File: src/rtl/esdp_pkg.sv
// Constants, types and helpers of the external strobe data port.
// Assumes one system clock of 10 MHz and an 8-bit register port.
// What this block does
// Strobe-enable bits of extension control pick the external data register mode.
// Both clear: upper nibble scratchpad, low nibble returns four voltage-sense levels.
// Read-strobe only: register read pulses socket B strobe, data taken from SD[15:8].
// Write-strobe only: write pulses socket B strobe latching SD[15:8]; reads return it.
// Polarity bit clear makes strobes active-low, set makes them active-high.
// Write-strobe bit clear: socket A pin senses voltage; set: strobes upper-byte writes.
// Read-strobe bit clear: socket B pin senses voltage; set: strobes upper-byte reads. The code also drives socket B in write-strobe-only mode.
// A set strobe-enable bit forces that pin's pull-up off, whatever pull-up control says.
// Drive bit clear gives open-collector strobes; set gives actively driven highs.
// Card timing register writes take effect at once.
// Software should change timing registers only while the write FIFO is empty.
// Window control timing-select bits pick timing set 0 or 1 per window.
// Software should use socket B external data only as a read port.
// Software should touch only the low nibble of external data.
// Both strobe-enables set: no strobes, scratchpad behaviour; reserved bits read back.
package esdp_pkg;

  // ----------------------------------------
  // Register offsets
  // ----------------------------------------
  localparam logic [7:0] ADDR_PULLUP = 8'h03;
  localparam logic [7:0] ADDR_WINCTL = 8'h07;
  localparam logic [7:0] ADDR_EXT_DATA = 8'h0a;
  localparam logic [7:0] ADDR_EXT_CTRL = 8'h0b;
  localparam logic [7:0] ADDR_TIMING = 8'h3a;
  localparam int TIMING_REGS = 6;

  // ----------------------------------------
  // Field positions
  // ----------------------------------------
  localparam int POL_BIT = 5;
  localparam int WSE_BIT = 4;
  localparam int RSE_BIT = 3;
  localparam int DRV_BIT = 2;
  localparam int PULLUP_BIT = 5;
  localparam int WIN0_SEL_BIT = 3;
  localparam int WIN1_SEL_BIT = 7;

  // ----------------------------------------
  // Reset values
  // ----------------------------------------
  localparam logic [7:0] EXT_DATA_RST = 8'h00;
  localparam logic [7:0] EXT_CTRL_RST = 8'h00;
  localparam logic [7:0] PULLUP_RST = 8'h00;
  localparam logic [7:0] WINCTL_RST = 8'h00;
  localparam logic [7:0] SETUP_RST = 8'h01;
  localparam logic [7:0] CMD0_RST = 8'h06;
  localparam logic [7:0] CMD1_RST = 8'h0f;
  localparam logic [7:0] RECOV_RST = 8'h03;

  // ----------------------------------------
  // Timing
  // ----------------------------------------
  localparam int CLK_NS = 100;
  localparam int STROBE_NS = 200;
  localparam int STROBE_CYC = (STROBE_NS + CLK_NS - 1) / CLK_NS;
  localparam int SYNC_STAGES = 2;
  localparam logic [3:0] WR_PULSE_CYC = 4'(STROBE_CYC);
  localparam logic [3:0] RD_PULSE_CYC = 4'(STROBE_CYC + SYNC_STAGES + 1);

  // ----------------------------------------
  // Types
  // ----------------------------------------
  typedef enum logic [1:0] {
    MODE_SCRATCH = 2'b00,
    MODE_READ = 2'b01,
    MODE_WRITE = 2'b10,
    MODE_RSVD = 2'b11
  } esdp_mode_t;

  typedef enum logic [1:0] {
    ST_IDLE = 2'b00,
    ST_SETUP = 2'b01,
    ST_PULSE = 2'b11,
    ST_HOLD = 2'b10
  } esdp_state_t;

  typedef struct packed {
    logic [7:0] addr;
    logic [7:0] wdata;
    logic wr;
    logic rd;
  } esdp_req_t;

  typedef struct packed {
    logic [7:0] setup;
    logic [7:0] command;
    logic [7:0] recovery;
  } esdp_timing_t;

  // Mode from the two strobe-enable bits
  function automatic esdp_mode_t mode_of(input logic [7:0] ctrl);
    return esdp_mode_t'({ctrl[WSE_BIT], ctrl[RSE_BIT]});
  endfunction

  // Reset value of timing register i
  function automatic logic [7:0] timing_rst(input int i);
    case (i % 3)
      0: return SETUP_RST;
      1: return (i < 3) ? CMD0_RST : CMD1_RST;
      default: return RECOV_RST;
    endcase
  endfunction

endpackage

File: src/rtl/esdp_sync.sv
// Two-stage synchroniser for levels arriving from pins.
// Assumes asynchronous inputs and the system clock domain.
`timescale 1ns/100ps
module esdp_sync #(
  parameter int W = 1
) (
  // Clock and reset
  input wire logic clk_sys,
  input wire logic sys_rst,
  input wire logic ce,
  // Data
  input wire logic [W-1:0] d,
  output logic [W-1:0] q
);

  logic [W-1:0] meta_r;

  // First stage is read only by the second
  always_ff @(posedge clk_sys or posedge sys_rst) begin
    if (sys_rst) begin
      meta_r <= '0;
      q <= '0;
    end else if (ce) begin
      meta_r <= d;
      q <= meta_r;
    end
  end

endmodule

File: src/rtl/esdp_pin.sv
// Output stage of one general strobe pin: polarity, drive and pull-up.
// Assumes the board resolves the wire from out and oe.
`timescale 1ns/100ps
module esdp_pin (
  // Clock and reset
  input wire logic clk_sys,
  input wire logic sys_rst,
  input wire logic ce,
  // Control
  input wire logic act,
  input wire logic is_out,
  input wire logic pol_high,
  input wire logic totem,
  input wire logic pull_en,
  // Pin
  output logic pin_out,
  output logic pin_oe,
  output logic pin_pullup
);

  logic level;

  // Electrical level of the strobe
  assign level = pol_high ? act : ~act;

  // Registered pin drive
  always_ff @(posedge clk_sys or posedge sys_rst) begin
    if (sys_rst) begin
      pin_out <= 1'b0;
      pin_oe <= 1'b0;
    end else if (ce) begin
      pin_out <= level;
      pin_oe <= is_out & (~level | totem);
    end
  end

  // Registered pull-up enable
  always_ff @(posedge clk_sys or posedge sys_rst) begin
    if (sys_rst) begin
      pin_pullup <= 1'b0;
    end else if (ce) begin
      pin_pullup <= pull_en;
    end
  end

endmodule

File: src/rtl/esdp_top.sv
// External strobe data port: registers, strobe sequencer and pin stages.
// Assumes a register master on clk_sys and an external latch or
// read buffer on the upper system data byte, enabled by the strobes.
`timescale 1ns/100ps
module esdp_top (
  // Clock and reset
  input wire logic clk_sys,
  input wire logic sys_rst,
  input wire logic ce,
  // Register port
  input wire esdp_pkg::esdp_req_t bus_req,
  output logic [7:0] rdata,
  // Upper system data byte
  input wire logic [7:0] sd_hi_in,
  output logic [7:0] sd_hi_out,
  output logic sd_hi_oe,
  // Socket A strobe pin
  input wire logic socket_a_strobe_pin_in,
  output logic socket_a_strobe_pin_out,
  output logic socket_a_strobe_pin_oe,
  output logic socket_a_strobe_pullup,
  // Socket B strobe pin
  input wire logic socket_b_strobe_pin_in,
  output logic socket_b_strobe_pin_out,
  output logic socket_b_strobe_pin_oe,
  output logic socket_b_strobe_pullup,
  // Second voltage-sense inputs
  input wire logic socket_a_sense_two_n,
  input wire logic socket_b_sense_two_n,
  // Card cycle timing
  input wire logic cycle_window,
  output esdp_pkg::esdp_timing_t cycle_timing
);

  // ----------------------------------------
  // Declarations
  // ----------------------------------------
  logic [7:0] ctrl_r;
  logic [7:0] pullup_r;
  logic [7:0] winctl_r;
  logic [7:0] tm_r [esdp_pkg::TIMING_REGS];
  logic [3:0] scratch_r;
  logic [7:0] latch_r;
  logic [7:0] capt_r;
  logic [7:0] sd_out_r;
  logic sd_oe_r;
  logic [7:0] rdata_r;
  logic [3:0] cnt_r;
  logic dir_wr_r;
  esdp_pkg::esdp_state_t state_r;
  esdp_pkg::esdp_timing_t timing_r;
  esdp_pkg::esdp_mode_t mode;
  logic [7:0] sd_sync;
  logic [3:0] sense_sync;
  logic [3:0] sense_vec;
  logic rd_ext;
  logic wr_ext;
  logic start_rd;
  logic start_wr;
  logic act_a;
  logic act_b;
  logic out_a;
  logic out_b;
  logic [7:0] winctl_fwd;
  logic sel_set1;

  // ----------------------------------------
  // Input synchronisers
  // ----------------------------------------
  // Upper data byte from the external buffer
  esdp_sync #(.W(8)) u_sync_sd (
    .clk_sys(clk_sys),
    .sys_rst(sys_rst),
    .ce(ce),
    .d(sd_hi_in),
    .q(sd_sync)
  );

  // Sense levels: strobe pins double as first sense input
  esdp_sync #(.W(4)) u_sync_sense (
    .clk_sys(clk_sys),
    .sys_rst(sys_rst),
    .ce(ce),
    .d({socket_b_sense_two_n, socket_b_strobe_pin_in,
        socket_a_sense_two_n, socket_a_strobe_pin_in}),
    .q(sense_sync)
  );

  // ----------------------------------------
  // Decode
  // ----------------------------------------
  // Mode and register hits
  assign mode = esdp_pkg::mode_of(ctrl_r);
  assign rd_ext = bus_req.rd && (bus_req.addr == esdp_pkg::ADDR_EXT_DATA);
  assign wr_ext = bus_req.wr && (bus_req.addr == esdp_pkg::ADDR_EXT_DATA);
  assign sense_vec = sense_sync;

  // Strobe requests; reserved mode starts none
  assign start_rd = rd_ext && (mode == esdp_pkg::MODE_READ) && (state_r == esdp_pkg::ST_IDLE);
  assign start_wr = wr_ext && (mode == esdp_pkg::MODE_WRITE) && (state_r == esdp_pkg::ST_IDLE);

  // Timing register hit test
  function automatic logic tm_hit(input int i);
    return bus_req.wr && (bus_req.addr == 8'(esdp_pkg::ADDR_TIMING + i));
  endfunction

  // Timing value with this cycle's write forwarded
  function automatic logic [7:0] tm_fwd(input int i);
    return tm_hit(i) ? bus_req.wdata : tm_r[i];
  endfunction

  // ----------------------------------------
  // Control registers
  // ----------------------------------------
  // Extension control, all bits stored as written
  always_ff @(posedge clk_sys or posedge sys_rst) begin
    if (sys_rst) begin
      ctrl_r <= esdp_pkg::EXT_CTRL_RST;
    end else if (ce && bus_req.wr && bus_req.addr == esdp_pkg::ADDR_EXT_CTRL) begin
      ctrl_r <= bus_req.wdata;
    end
  end

  // Pull-up control
  always_ff @(posedge clk_sys or posedge sys_rst) begin
    if (sys_rst) begin
      pullup_r <= esdp_pkg::PULLUP_RST;
    end else if (ce && bus_req.wr && bus_req.addr == esdp_pkg::ADDR_PULLUP) begin
      pullup_r <= bus_req.wdata;
    end
  end

  // Window control with timing-select bits
  always_ff @(posedge clk_sys or posedge sys_rst) begin
    if (sys_rst) begin
      winctl_r <= esdp_pkg::WINCTL_RST;
    end else if (ce && bus_req.wr && bus_req.addr == esdp_pkg::ADDR_WINCTL) begin
      winctl_r <= bus_req.wdata;
    end
  end

  // Timing registers, two sets of setup, command, recovery
  always_ff @(posedge clk_sys or posedge sys_rst) begin
    if (sys_rst) begin
      for (int i = 0; i < esdp_pkg::TIMING_REGS; i++) begin
        tm_r[i] <= esdp_pkg::timing_rst(i);
      end
    end else if (ce) begin
      for (int i = 0; i < esdp_pkg::TIMING_REGS; i++) begin
        if (tm_hit(i)) begin
          tm_r[i] <= bus_req.wdata;
        end
      end
    end
  end

  // ----------------------------------------
  // Timing set selection
  // ----------------------------------------
  // Window control forwarded so a write applies at once
  always_comb begin
    winctl_fwd = winctl_r;
    if (bus_req.wr && bus_req.addr == esdp_pkg::ADDR_WINCTL) begin
      winctl_fwd = bus_req.wdata;
    end
    sel_set1 = cycle_window ? winctl_fwd[esdp_pkg::WIN1_SEL_BIT]
                            : winctl_fwd[esdp_pkg::WIN0_SEL_BIT];
  end

  // Timing values for the current card cycle
  always_ff @(posedge clk_sys or posedge sys_rst) begin
    if (sys_rst) begin
      timing_r <= {esdp_pkg::SETUP_RST, esdp_pkg::CMD0_RST, esdp_pkg::RECOV_RST};
    end else if (ce) begin
      if (sel_set1) begin
        timing_r <= {tm_fwd(3), tm_fwd(4), tm_fwd(5)};
      end else begin
        timing_r <= {tm_fwd(0), tm_fwd(1), tm_fwd(2)};
      end
    end
  end

  // ----------------------------------------
  // External data storage
  // ----------------------------------------
  // Scratchpad nibble, written outside the port modes
  always_ff @(posedge clk_sys or posedge sys_rst) begin
    if (sys_rst) begin
      scratch_r <= esdp_pkg::EXT_DATA_RST[7:4];
    end else if (ce && wr_ext) begin
      if (mode == esdp_pkg::MODE_SCRATCH || mode == esdp_pkg::MODE_RSVD) begin
        scratch_r <= bus_req.wdata[7:4];
      end
    end
  end

  // Copy of the value sent to the external latch
  always_ff @(posedge clk_sys or posedge sys_rst) begin
    if (sys_rst) begin
      latch_r <= esdp_pkg::EXT_DATA_RST;
    end else if (ce && wr_ext && mode == esdp_pkg::MODE_WRITE) begin
      latch_r <= bus_req.wdata;
    end
  end

  // Data taken from the read buffer at the end of a read strobe
  always_ff @(posedge clk_sys or posedge sys_rst) begin
    if (sys_rst) begin
      capt_r <= esdp_pkg::EXT_DATA_RST;
    end else if (ce && state_r == esdp_pkg::ST_PULSE && !dir_wr_r && cnt_r == 4'h0) begin
      capt_r <= sd_sync;
    end
  end

  // ----------------------------------------
  // Strobe sequencer
  // ----------------------------------------
  // Setup, pulse and hold around each external access
  always_ff @(posedge clk_sys or posedge sys_rst) begin
    if (sys_rst) begin
      state_r <= esdp_pkg::ST_IDLE;
      cnt_r <= 4'h0;
      dir_wr_r <= 1'b0;
    end else if (ce) begin
      case (state_r)
        esdp_pkg::ST_IDLE: begin
          if (start_rd) begin
            state_r <= esdp_pkg::ST_SETUP;
            cnt_r <= esdp_pkg::RD_PULSE_CYC - 4'h1;
            dir_wr_r <= 1'b0;
          end else if (start_wr) begin
            state_r <= esdp_pkg::ST_SETUP;
            cnt_r <= esdp_pkg::WR_PULSE_CYC - 4'h1;
            dir_wr_r <= 1'b1;
          end
        end
        esdp_pkg::ST_SETUP: begin
          state_r <= esdp_pkg::ST_PULSE;
        end
        esdp_pkg::ST_PULSE: begin
          if (cnt_r == 4'h0) begin
            state_r <= esdp_pkg::ST_HOLD;
          end else begin
            cnt_r <= cnt_r - 4'h1;
          end
        end
        esdp_pkg::ST_HOLD: begin
          state_r <= esdp_pkg::ST_IDLE;
        end
        default: begin
          state_r <= esdp_pkg::ST_IDLE;
        end
      endcase
    end
  end

  // Upper byte drive, set up before and held after the strobe
  always_ff @(posedge clk_sys or posedge sys_rst) begin
    if (sys_rst) begin
      sd_out_r <= 8'h00;
      sd_oe_r <= 1'b0;
    end else if (ce) begin
      if (start_wr) begin
        sd_out_r <= bus_req.wdata;
      end
      sd_oe_r <= dir_wr_r && (state_r != esdp_pkg::ST_IDLE);
    end
  end

  // Strobe activity and pin roles
  assign act_b = (state_r == esdp_pkg::ST_PULSE);
  assign act_a = act_b && dir_wr_r;
  assign out_a = ctrl_r[esdp_pkg::WSE_BIT];
  assign out_b = ctrl_r[esdp_pkg::RSE_BIT] || (mode == esdp_pkg::MODE_WRITE);

  // ----------------------------------------
  // Pin stages
  // ----------------------------------------
  // Socket A strobe pin
  esdp_pin u_pin_a (
    .clk_sys(clk_sys),
    .sys_rst(sys_rst),
    .ce(ce),
    .act(act_a),
    .is_out(out_a),
    .pol_high(ctrl_r[esdp_pkg::POL_BIT]),
    .totem(ctrl_r[esdp_pkg::DRV_BIT]),
    .pull_en(pullup_r[esdp_pkg::PULLUP_BIT] && !ctrl_r[esdp_pkg::WSE_BIT]),
    .pin_out(socket_a_strobe_pin_out),
    .pin_oe(socket_a_strobe_pin_oe),
    .pin_pullup(socket_a_strobe_pullup)
  );

  // Socket B strobe pin
  esdp_pin u_pin_b (
    .clk_sys(clk_sys),
    .sys_rst(sys_rst),
    .ce(ce),
    .act(act_b),
    .is_out(out_b),
    .pol_high(ctrl_r[esdp_pkg::POL_BIT]),
    .totem(ctrl_r[esdp_pkg::DRV_BIT]),
    .pull_en(pullup_r[esdp_pkg::PULLUP_BIT] && !ctrl_r[esdp_pkg::RSE_BIT]),
    .pin_out(socket_b_strobe_pin_out),
    .pin_oe(socket_b_strobe_pin_oe),
    .pin_pullup(socket_b_strobe_pullup)
  );

  // ----------------------------------------
  // Read data
  // ----------------------------------------
  // Read mux, answered in the cycle after the read request
  always_ff @(posedge clk_sys or posedge sys_rst) begin
    if (sys_rst) begin
      rdata_r <= 8'h00;
    end else if (ce) begin
      rdata_r <= 8'h00;
      if (bus_req.rd) begin
        case (bus_req.addr)
          esdp_pkg::ADDR_EXT_DATA: begin
            case (mode)
              esdp_pkg::MODE_READ: rdata_r <= capt_r;
              esdp_pkg::MODE_WRITE: rdata_r <= latch_r;
              default: rdata_r <= {scratch_r, sense_vec};
            endcase
          end
          esdp_pkg::ADDR_EXT_CTRL: rdata_r <= ctrl_r;
          esdp_pkg::ADDR_PULLUP: rdata_r <= pullup_r;
          esdp_pkg::ADDR_WINCTL: rdata_r <= winctl_r;
          default: begin
            for (int i = 0; i < esdp_pkg::TIMING_REGS; i++) begin
              if (bus_req.addr == 8'(esdp_pkg::ADDR_TIMING + i)) begin
                rdata_r <= tm_r[i];
              end
            end
          end
        endcase
      end
    end
  end

  assign rdata = rdata_r;
  assign sd_hi_out = sd_out_r;
  assign sd_hi_oe = sd_oe_r;
  assign cycle_timing = timing_r;
endmodule

File: config.mk
export PLATFORM = sky130hd
export DESIGN_NAME = esdp_top
export DESIGN_NICKNAME = d
export VERILOG_FILES = /design/src/rtl/esdp_pkg.sv /design/src/rtl/esdp_sync.sv /design/src/rtl/esdp_pin.sv /design/src/rtl/esdp_top.sv
export SDC_FILE = /design/constraint.sdc
export NUM_CORES = 1
export LEC_CHECK = 0
export BUFFER_PORTS_ARGS = -buffer_cell sky130_fd_sc_hd__buf_2
export CAP_MARGIN = 25
export CELL_PAD_IN_SITES_DETAIL_PLACEMENT = 0
export CELL_PAD_IN_SITES_GLOBAL_PLACEMENT = 2
export CORE_MARGIN = 2
export CORE_UTILIZATION = 25
export CTS_CLUSTER_SIZE = 24
export DETAILED_ROUTE_END_ITERATION = 10
export GPL_ROUTABILITY_DRIVEN = 0
export GPL_TIMING_DRIVEN = 0
export PLACE_DENSITY_LB_ADDON = 0.1
export SETUP_SLACK_MARGIN = 0.1
export SLEW_MARGIN = 20
export SYNTH_ARGS = -nofsm -noshare
export SYNTH_HDL_FRONTEND = slang
export SYNTH_SLANG_ARGS = --single-unit
File: constraint.sdc
create_clock -name clk_sys -period 15.3 [get_ports clk_sys]
set_clock_uncertainty 0.15 [all_clocks]
set_input_delay 0.765 -clock clk_sys [delete_from_list [all_inputs] [get_ports clk_sys]]
set_output_delay 0.765 -clock clk_sys [all_outputs]
set_load 0.05 [all_outputs]
==> results.cfg, run 1 <==
[critical_path]
critPathTopFamily = buffers and inverters
r2r_cells = 7
path_class = flip-flop to flip-flop
path_buf_inv = 3
startpoint = ctrl_r[3]$_DFFE_PP0P_
cp-end-kind = flip-flop
start_kind = flip-flop
worstPathRequired_ns = 15.47
crit_cells = 7
path_cells = inv_1 > ha_1 > clkbuf_1 > or3b_2 > nor4_1 > buf_2 > mux2_2
slowest_stage = or3b_2
cp_max_fo = 10
crit_path_max_incr_delay_ns = 0.50
critPathArrivalTime_ns = 3.24
r2r-start = ctrl_r[3]$_DFFE_PP0P_

[sta]
rsz0062_at_grt = no
final.period_utilization = 0.201
slew_headroom = 0.347
hold_viol = 0
worst_pin_slew_ns = 0.975
max_freq_mhz = 326
tns_ns = 0
slew_viol_final = 0
setup_viol = 0
final.min_clock_period_ns = 3.07

[synth]
synthCells = 692
yosys.area_share.xor_xnor = 0.00318
yosys.area_share.simple = 0.0771
synth-async-reset-ratio = 1.00
synth_top_cell_by_area = dfrtp_1
synth_top_area_share = 0.463
ys_types = 49
synth_compound_area_frac = 0.132
muxShareOfSynthArea = 0.235
yosys-top-cells-area = dfrtp_1 46%, mux2_2 16%, mux2i_1 7.7%
syn_nets = 730
synthAdderAreaFrac = 0.00605
synth_edf_count = 0
synthFlopType = dfrtp_1
ys_seq_area_frac = 0.517
ys_warn_count = 0
synth_top_family_by_area = multiplexers
synth_area_um2 = 8280
postSynthAreaPerCell_um2 = 12.0
synth-seq-cells = 170

[floorplanning]
die_x_um = 186
core_area_um2 = 32500
io-pin-count = 81
start_util = 0.254
die_h_um = 186
dieArea_um2 = 34600
rows = 66

[final_layout]
antenna_cells = 0
synthToLayoutAreaGrowth_pct = 19.7
drive_gt1_frac = 0.330
final_nets = 828

[clock_tree]
cts.path.max_buffers = 2
clock_sinks = 170
cts_setup_buffers = 0
postCtsResizedCells = 0
cts_hold_buf = 0
cts_root_buffer = clkbuf_16
cts-htree-levels = 4
clock_latency_ns = 0.44
numCtsBuffers = 17
clkTransAtPathRegs_ns = 0.09
tritoncts = done

[global_route]
grt-ovfl-total = 0
grt_max_degree = 92
grt_antenna_before_repair = 1
grt_pass1_wl_um = 41900
grt.total_usage = 0.169
grt_pass1_vias = 6523

[placed_design]
hpwl_um = 20600
io_buffers = 75

[run_status]
status = finished, final reports clean

[detailed_routing]
ant_nets = 0
wl_per_cell_um = 22.5
dr.pass1.iters = 4
routed_wirelength_um = 28000
drt_iter0_markers = 291
drc = 0
num_vias = 6041
vias_per_cell = 4.85

[power_and_ir_drop]
p_total_w = 0.00106
power_leakage_nw = 4.43
p_per_area_nw_per_um2 = 107
ir_worst_vdd_mv = 0.0762

[job]
cap_violations = 0

[min_path]
hold_class = input port to asynchronous set/reset pin
-- where the power goes --
group / internal [W] / switching, W
logic: 0.0000366 / 0.0000792
registers: 0.000473 / 0.0000196
clock network: 0.000224 / 0.000226
total: 0.000734 / 0.000325
-- through the flow --
step / util / area [µm²] / hold WS (ns) / worst slack (ns) / instances
3_5_place_dp: 0.285 / 9280 / 0.322 / 11.73 / 1212
2_1_floorplan: - / 8280 / 0.299 / 9.81 / 692
3_3_place_gp: 0.283 / 9200 / 0.321 / 7.49 / 1209
4_1_cts: 0.304 / 9900 / 0.281 / 12.18 / 1244
6_report: 0.304 / 9910 / 0.247 / 12.23 / 1245
5_1_grt: 0.304 / 9910 / 0.283 / 12.00 / 1245
-- sequential cells by signal, indices dropped and copies added (netlist names) --
signal and flops:
tm_r 48, cycle_timing 24, capt_r 8, ctrl_r 8, latch_r 8, pullup_r 8
rdata 8, sd_hi_out 8, u_sync_sd.meta_r 8, u_sync_sd.q 8, winctl_r 8, cnt_r 4
scratch_r 4, u_sync_sense.meta_r 4, u_sync_sense.q 4, state_r 2, dir_wr_r 1, sd_hi_oe 1
u_pin_a.pin_oe 1, u_pin_a.pin_out 1, u_pin_a.pin_pullup 1, u_pin_b.pin_oe 1, u_pin_b.pin_out 1, u_pin_b.pin_pullup 1
-- routing by layer --
metal,track usage,wire (µm),up-vias
met5,0,0,-
met4,0.0564,736,0
met3,0.0248,741,31
met2,0.295,14200,111
met1,0.212,12300,3127
li1,-,-,2772
-- synthesized netlist by cell type (5+ instances only) --
cell,n
o22ai_1,13
mux2i_1,64
inv_1,11
nor3_1,13
dfrtp_1,153
dfstp_2,17
a2bb2oi_1,5
a22oi_1,9
a221o_1,8
nand3_1,14
a211oi_1,9
nand2b_1,7
o2bb2ai_1,17
nor2_1,39
o21ai_0,13
a221oi_1,8
buf_2,8
buf_1,10
a22o_1,13
nand2_1,19
clkbuf_1,32
mux2_2,116
a21oi_1,40
-- layout by cell type (no fill, tap or decap), types with 17 or more instances in the layout --
cell type and n:
nor2_1 39, clkbuf_16 17, buf_2 83, mux2_2 116
nand2_1 19, dfrtp_1 153, o2bb2ai_1 17, mux2i_1 64
dfstp_2 17, clkbuf_1 32, a21oi_1 40
-- final timing paths --
path | end | slack (ns)
setup / recovery | sd_hi_out[7]$_DFFE_PP0P_ | 12.23
setup reg to reg | sd_hi_out[7]$_DFFE_PP0P_ | 12.23
hold / removal | cycle_timing[14]$_DFFE_PP0P_ | 0.25
max in group asynchronous | winctl_r[4]$_DFFE_PP0P_ | 13.88
hold reg to reg | cnt_r[1]$_DFFE_PP0P_ | 0.34
min in group clk_sys | cnt_r[1]$_DFFE_PP0P_ | 0.34
-- kinds of logic after synthesis --
family / Yosys count
buf+inv: 62
simple gates: 121
flops: 170
compound gates: 152
mux: 180
xor+xnor: 3
fa+ha+maj: 4
-- final cells by class --
| type | instances | area [µm²] |
|---|---|---|
| fill | 3374 | 22600 |
| sequential | 170 | 4280 |
| clock inverter | 15 | 198 |
| buffer | 51 | 205 |
| multi-input combinational | 460 | 3770 |
| timing repair buffer | 79 | 429 |
| tap | 442 | 553 |
| inverter | 11 | 48.8 |
| clock buffer | 17 | 425 |
No activity file was read; power rests on OpenSTA's default activity.
==> run 2, diff against run 1 <==
--- a/config.mk
+++ b/config.mk
@@ -5,6 +5,7 @@
 export SDC_FILE = /design/constraint.sdc
 export NUM_CORES = 1
 export LEC_CHECK = 0
+export ABC_AREA = 1
 export BUFFER_PORTS_ARGS = -buffer_cell sky130_fd_sc_hd__buf_2
 export CAP_MARGIN = 25
 export CELL_PAD_IN_SITES_DETAIL_PLACEMENT = 0
==> constraint.sdc (replaced) <==
create_clock -name clk_sys -period 2.7 [get_ports clk_sys]
set_clock_uncertainty 0.15 [all_clocks]
set_input_delay 0.135 -clock clk_sys [delete_from_list [all_inputs] [get_ports clk_sys]]
set_output_delay 0.135 -clock clk_sys [all_outputs]
set_load 0.05 [all_outputs]
==> results.cfg, run 2 <==
[global_route]
grt_antenna_before_repair = 0
grt_pass1_vias = 8108
grt-ovfl-total = 0
grt_pass1_wl_um = 51500
grt_max_degree = 31
grt.total_usage = 0.193

[run_status]
status = finished, final reports clean

[synth]
synth-async-reset-ratio = 1.00
synth.most_common_cell = nand2_1
ys_types = 38
synth_top_area_share = 0.436
muxShareOfSynthArea = 0
yosys.area_share.simple = 0.339
ys_warn_count = 0
synth_compound_area_frac = 0.0994
synthAdderAreaFrac = 0.00570
syn_nets = 1178
synth.top_cells.by_count = 431 x nand2_1, 153 x dfrtp_1, 91 x o21ai_0
synthFlopType = dfrtp_1
synth_edf_count = 0
yosys-top-cells-area = dfrtp_1 44%, nand2_1 18%, o21ai_0 5.2%
synthCells = 1140
yosys.area_share.xor_xnor = 0.00200
synth_area_um2 = 8770
postSynthAreaPerCell_um2 = 7.70
synth-seq-cells = 170
synth_top_family_by_area = simple AND/OR/NAND/NOR gates
synth_top_cell_by_area = dfrtp_1
ys_seq_area_frac = 0.487

[detailed_routing]
wl_per_cell_um = 19.4
vias_per_cell = 4.52
drt_iter0_markers = 605
drc = 0
ant_nets = 0
dr.pass1.iters = 5
routed_wirelength_um = 33600
num_vias = 7819

[clock_tree]
cts.path.max_buffers = 2
clock_sinks = 170
cts_setup_buffers = 0
clock_latency_ns = 0.45
cts_root_buffer = clkbuf_16
clkTransAtPathRegs_ns = 0.07
numCtsBuffers = 17
tritoncts = done
cts-htree-levels = 4

[critical_path]
critPathTopFamily = simple AND/OR/NAND/NOR gates
cp-end-kind = flip-flop
startpoint = ctrl_r[3]$_DFFE_PP0P_
start_kind = flip-flop
path_buf_inv = 3
worstPathRequired_ns = 2.85
slowest_stage = dfrtp_1
crit_top_cell = nand2_1
critPathArrivalTime_ns = 2.53
crit_path_max_incr_delay_ns = 0.46
path_cells = inv_1 > ha_1 > clkbuf_2 > nand2_1 > nor3_2 > nand3_2 > buf_2 > nand2_1 > o21ai_1
cp_max_fo = 10
path_class = flip-flop to flip-flop
r2r-start = ctrl_r[3]$_DFFE_PP0P_

[sta]
slew_viol_final = 0
setup_viol = 0
holdWs_ns = 0.00544
rsz0062_at_grt = no
tns_ns = 0
max_freq_mhz = 421
final.period_utilization = 0.879
slew_headroom = 0.409
hold_viol = 0
worst_slack_ns = 0.327
worst_pin_slew_ns = 0.887
final.min_clock_period_ns = 2.37

[power_and_ir_drop]
power_leakage_nw = 5.32
ir_worst_vdd_mv = 0.465
p_per_area_nw_per_um2 = 632

[final_layout]
final_cell_mix = 431 x nand2_1, 153 x dfrtp_1, 94 x buf_2
layout_commonest_cell = nand2_1
synthToLayoutAreaGrowth_pct = 21.3
max_flop_register = tm_r
utilization = 0.308
antenna_cells = 0
fillCellCount = 3873
drive_gt1_frac = 0.164
largest_reg_flops = 48
final_nets = 1299
design_area_um2 = 10600

[placed_design]
io_buffers = 79
dp_slack_ns = 0.0131
hpwl_um = 24800
postPlaceCellArea_um2 = 9870

[floorplanning]
rows = 68
die_h_um = 191
core_area_um2 = 34500
io-pin-count = 81
dieArea_um2 = 36600
start_util = 0.254
die_x_um = 191

[min_path]
hold_class = input port to flip-flop
hp-start = bus_req[6]

[job]
cap_violations = 0
-- run 2: cell count changes after synthesis, moves of 14 or more --
cell,delta
o2bb2ai_1,-17
nor2_1,+31
nand2_1,+412
nand4_1,+25
nand3_1,+75
inv_1,+60
o21ai_0,+78
a21oi_1,-14
mux2i_1,-64
o21ai_1,+34
mux2_2,-116
-- run 2: power breakdown --
| group | switching [W] | internal [W] | total, W |
|---|---|---|---|
| sequential | 0.000149 | 0.00280 | 0.00294 |
| clock | 0.00113 | 0.00144 | 0.00257 |
| combinational | 0.000856 | 0.000345 | 0.00120 |
-- run 2: area by class of cell --
| class | count | area, µm² | area share |
|---|---|---|---|
| buffer | 55 | 273 | 0.0256 |
| clock inverter | 9 | 115 | 0.0108 |
| multi-input combinational | 832 | 3920 | 0.368 |
| clock buffer | 23 | 478 | 0.0449 |
| tap | 455 | 569 | 0.0535 |
| sequential | 170 | 4280 | 0.402 |
| inverter | 83 | 319 | 0.0300 |
| timing repair buffer | 102 | 693 | 0.0652 |
-- run 2: metrics by stage --
| step | power (W) | std cells |
|---|---|---|
| 2_1_floorplan | 0.00377 | 1140 |
| 3_3_place_gp | 0.00417 | 1674 |
| 3_5_place_dp | 0.00419 | 1680 |
| 4_1_cts | 0.00683 | 1729 |
| 5_1_grt | 0.00709 | 1729 |
| 6_report | 0.00672 | 1729 |
-- run 2: timing repair --
action / 4_1_cts / 5_1_grt
hold buffers: 17 / 0
gates resized for setup: 1 / 3
endpoints found under the setup margin: 7 / 8
endpoints found under the hold margin: 71 / 0
-- run 2: worst min-delay path: stages --
cell	delay [ns]
buf_2	0.14
o21ai_1	0.13
o21ai_0	0.15
-- run 2: path summary, 6_finish.rpt --
| path | slack (ns) | cells after the start | to |
|---|---|---|---|
| max in group asynchronous | 1.16 | 7 | sd_hi_out[7]$_DFFE_PP0P_ |
| min in group asynchronous | 0.09 | 3 | u_sync_sense.meta_r[1]$_DFFE_PP0P_ |
| setup reg to reg | 0.33 | 9 | sd_hi_out[2]$_DFFE_PP0P_ |
| setup / recovery | 0.33 | 9 | sd_hi_out[2]$_DFFE_PP0P_ |
| hold / removal | 0.005 | 3 | tm_r[12]$_DFFE_PP0P_ |
| hold reg to reg | 0.32 | 2 | cycle_timing[16]$_DFFE_PP1P_ |
-- run 2: logic make-up after synthesis --
logic type,Yosys count
flip-flops,170
AND/OR/NAND/NOR,661
XOR/XNOR,2
buffers and inverters,138
adder cells (fa/ha/maj),4
AO/OA/AOI/OAI,165
-- run 2: routing by layer --
metal  track usage  share of wire
met5             0              0
met4        0.0488          0.015
met3        0.0336          0.031
met2         0.314           0.47
met1         0.264           0.48
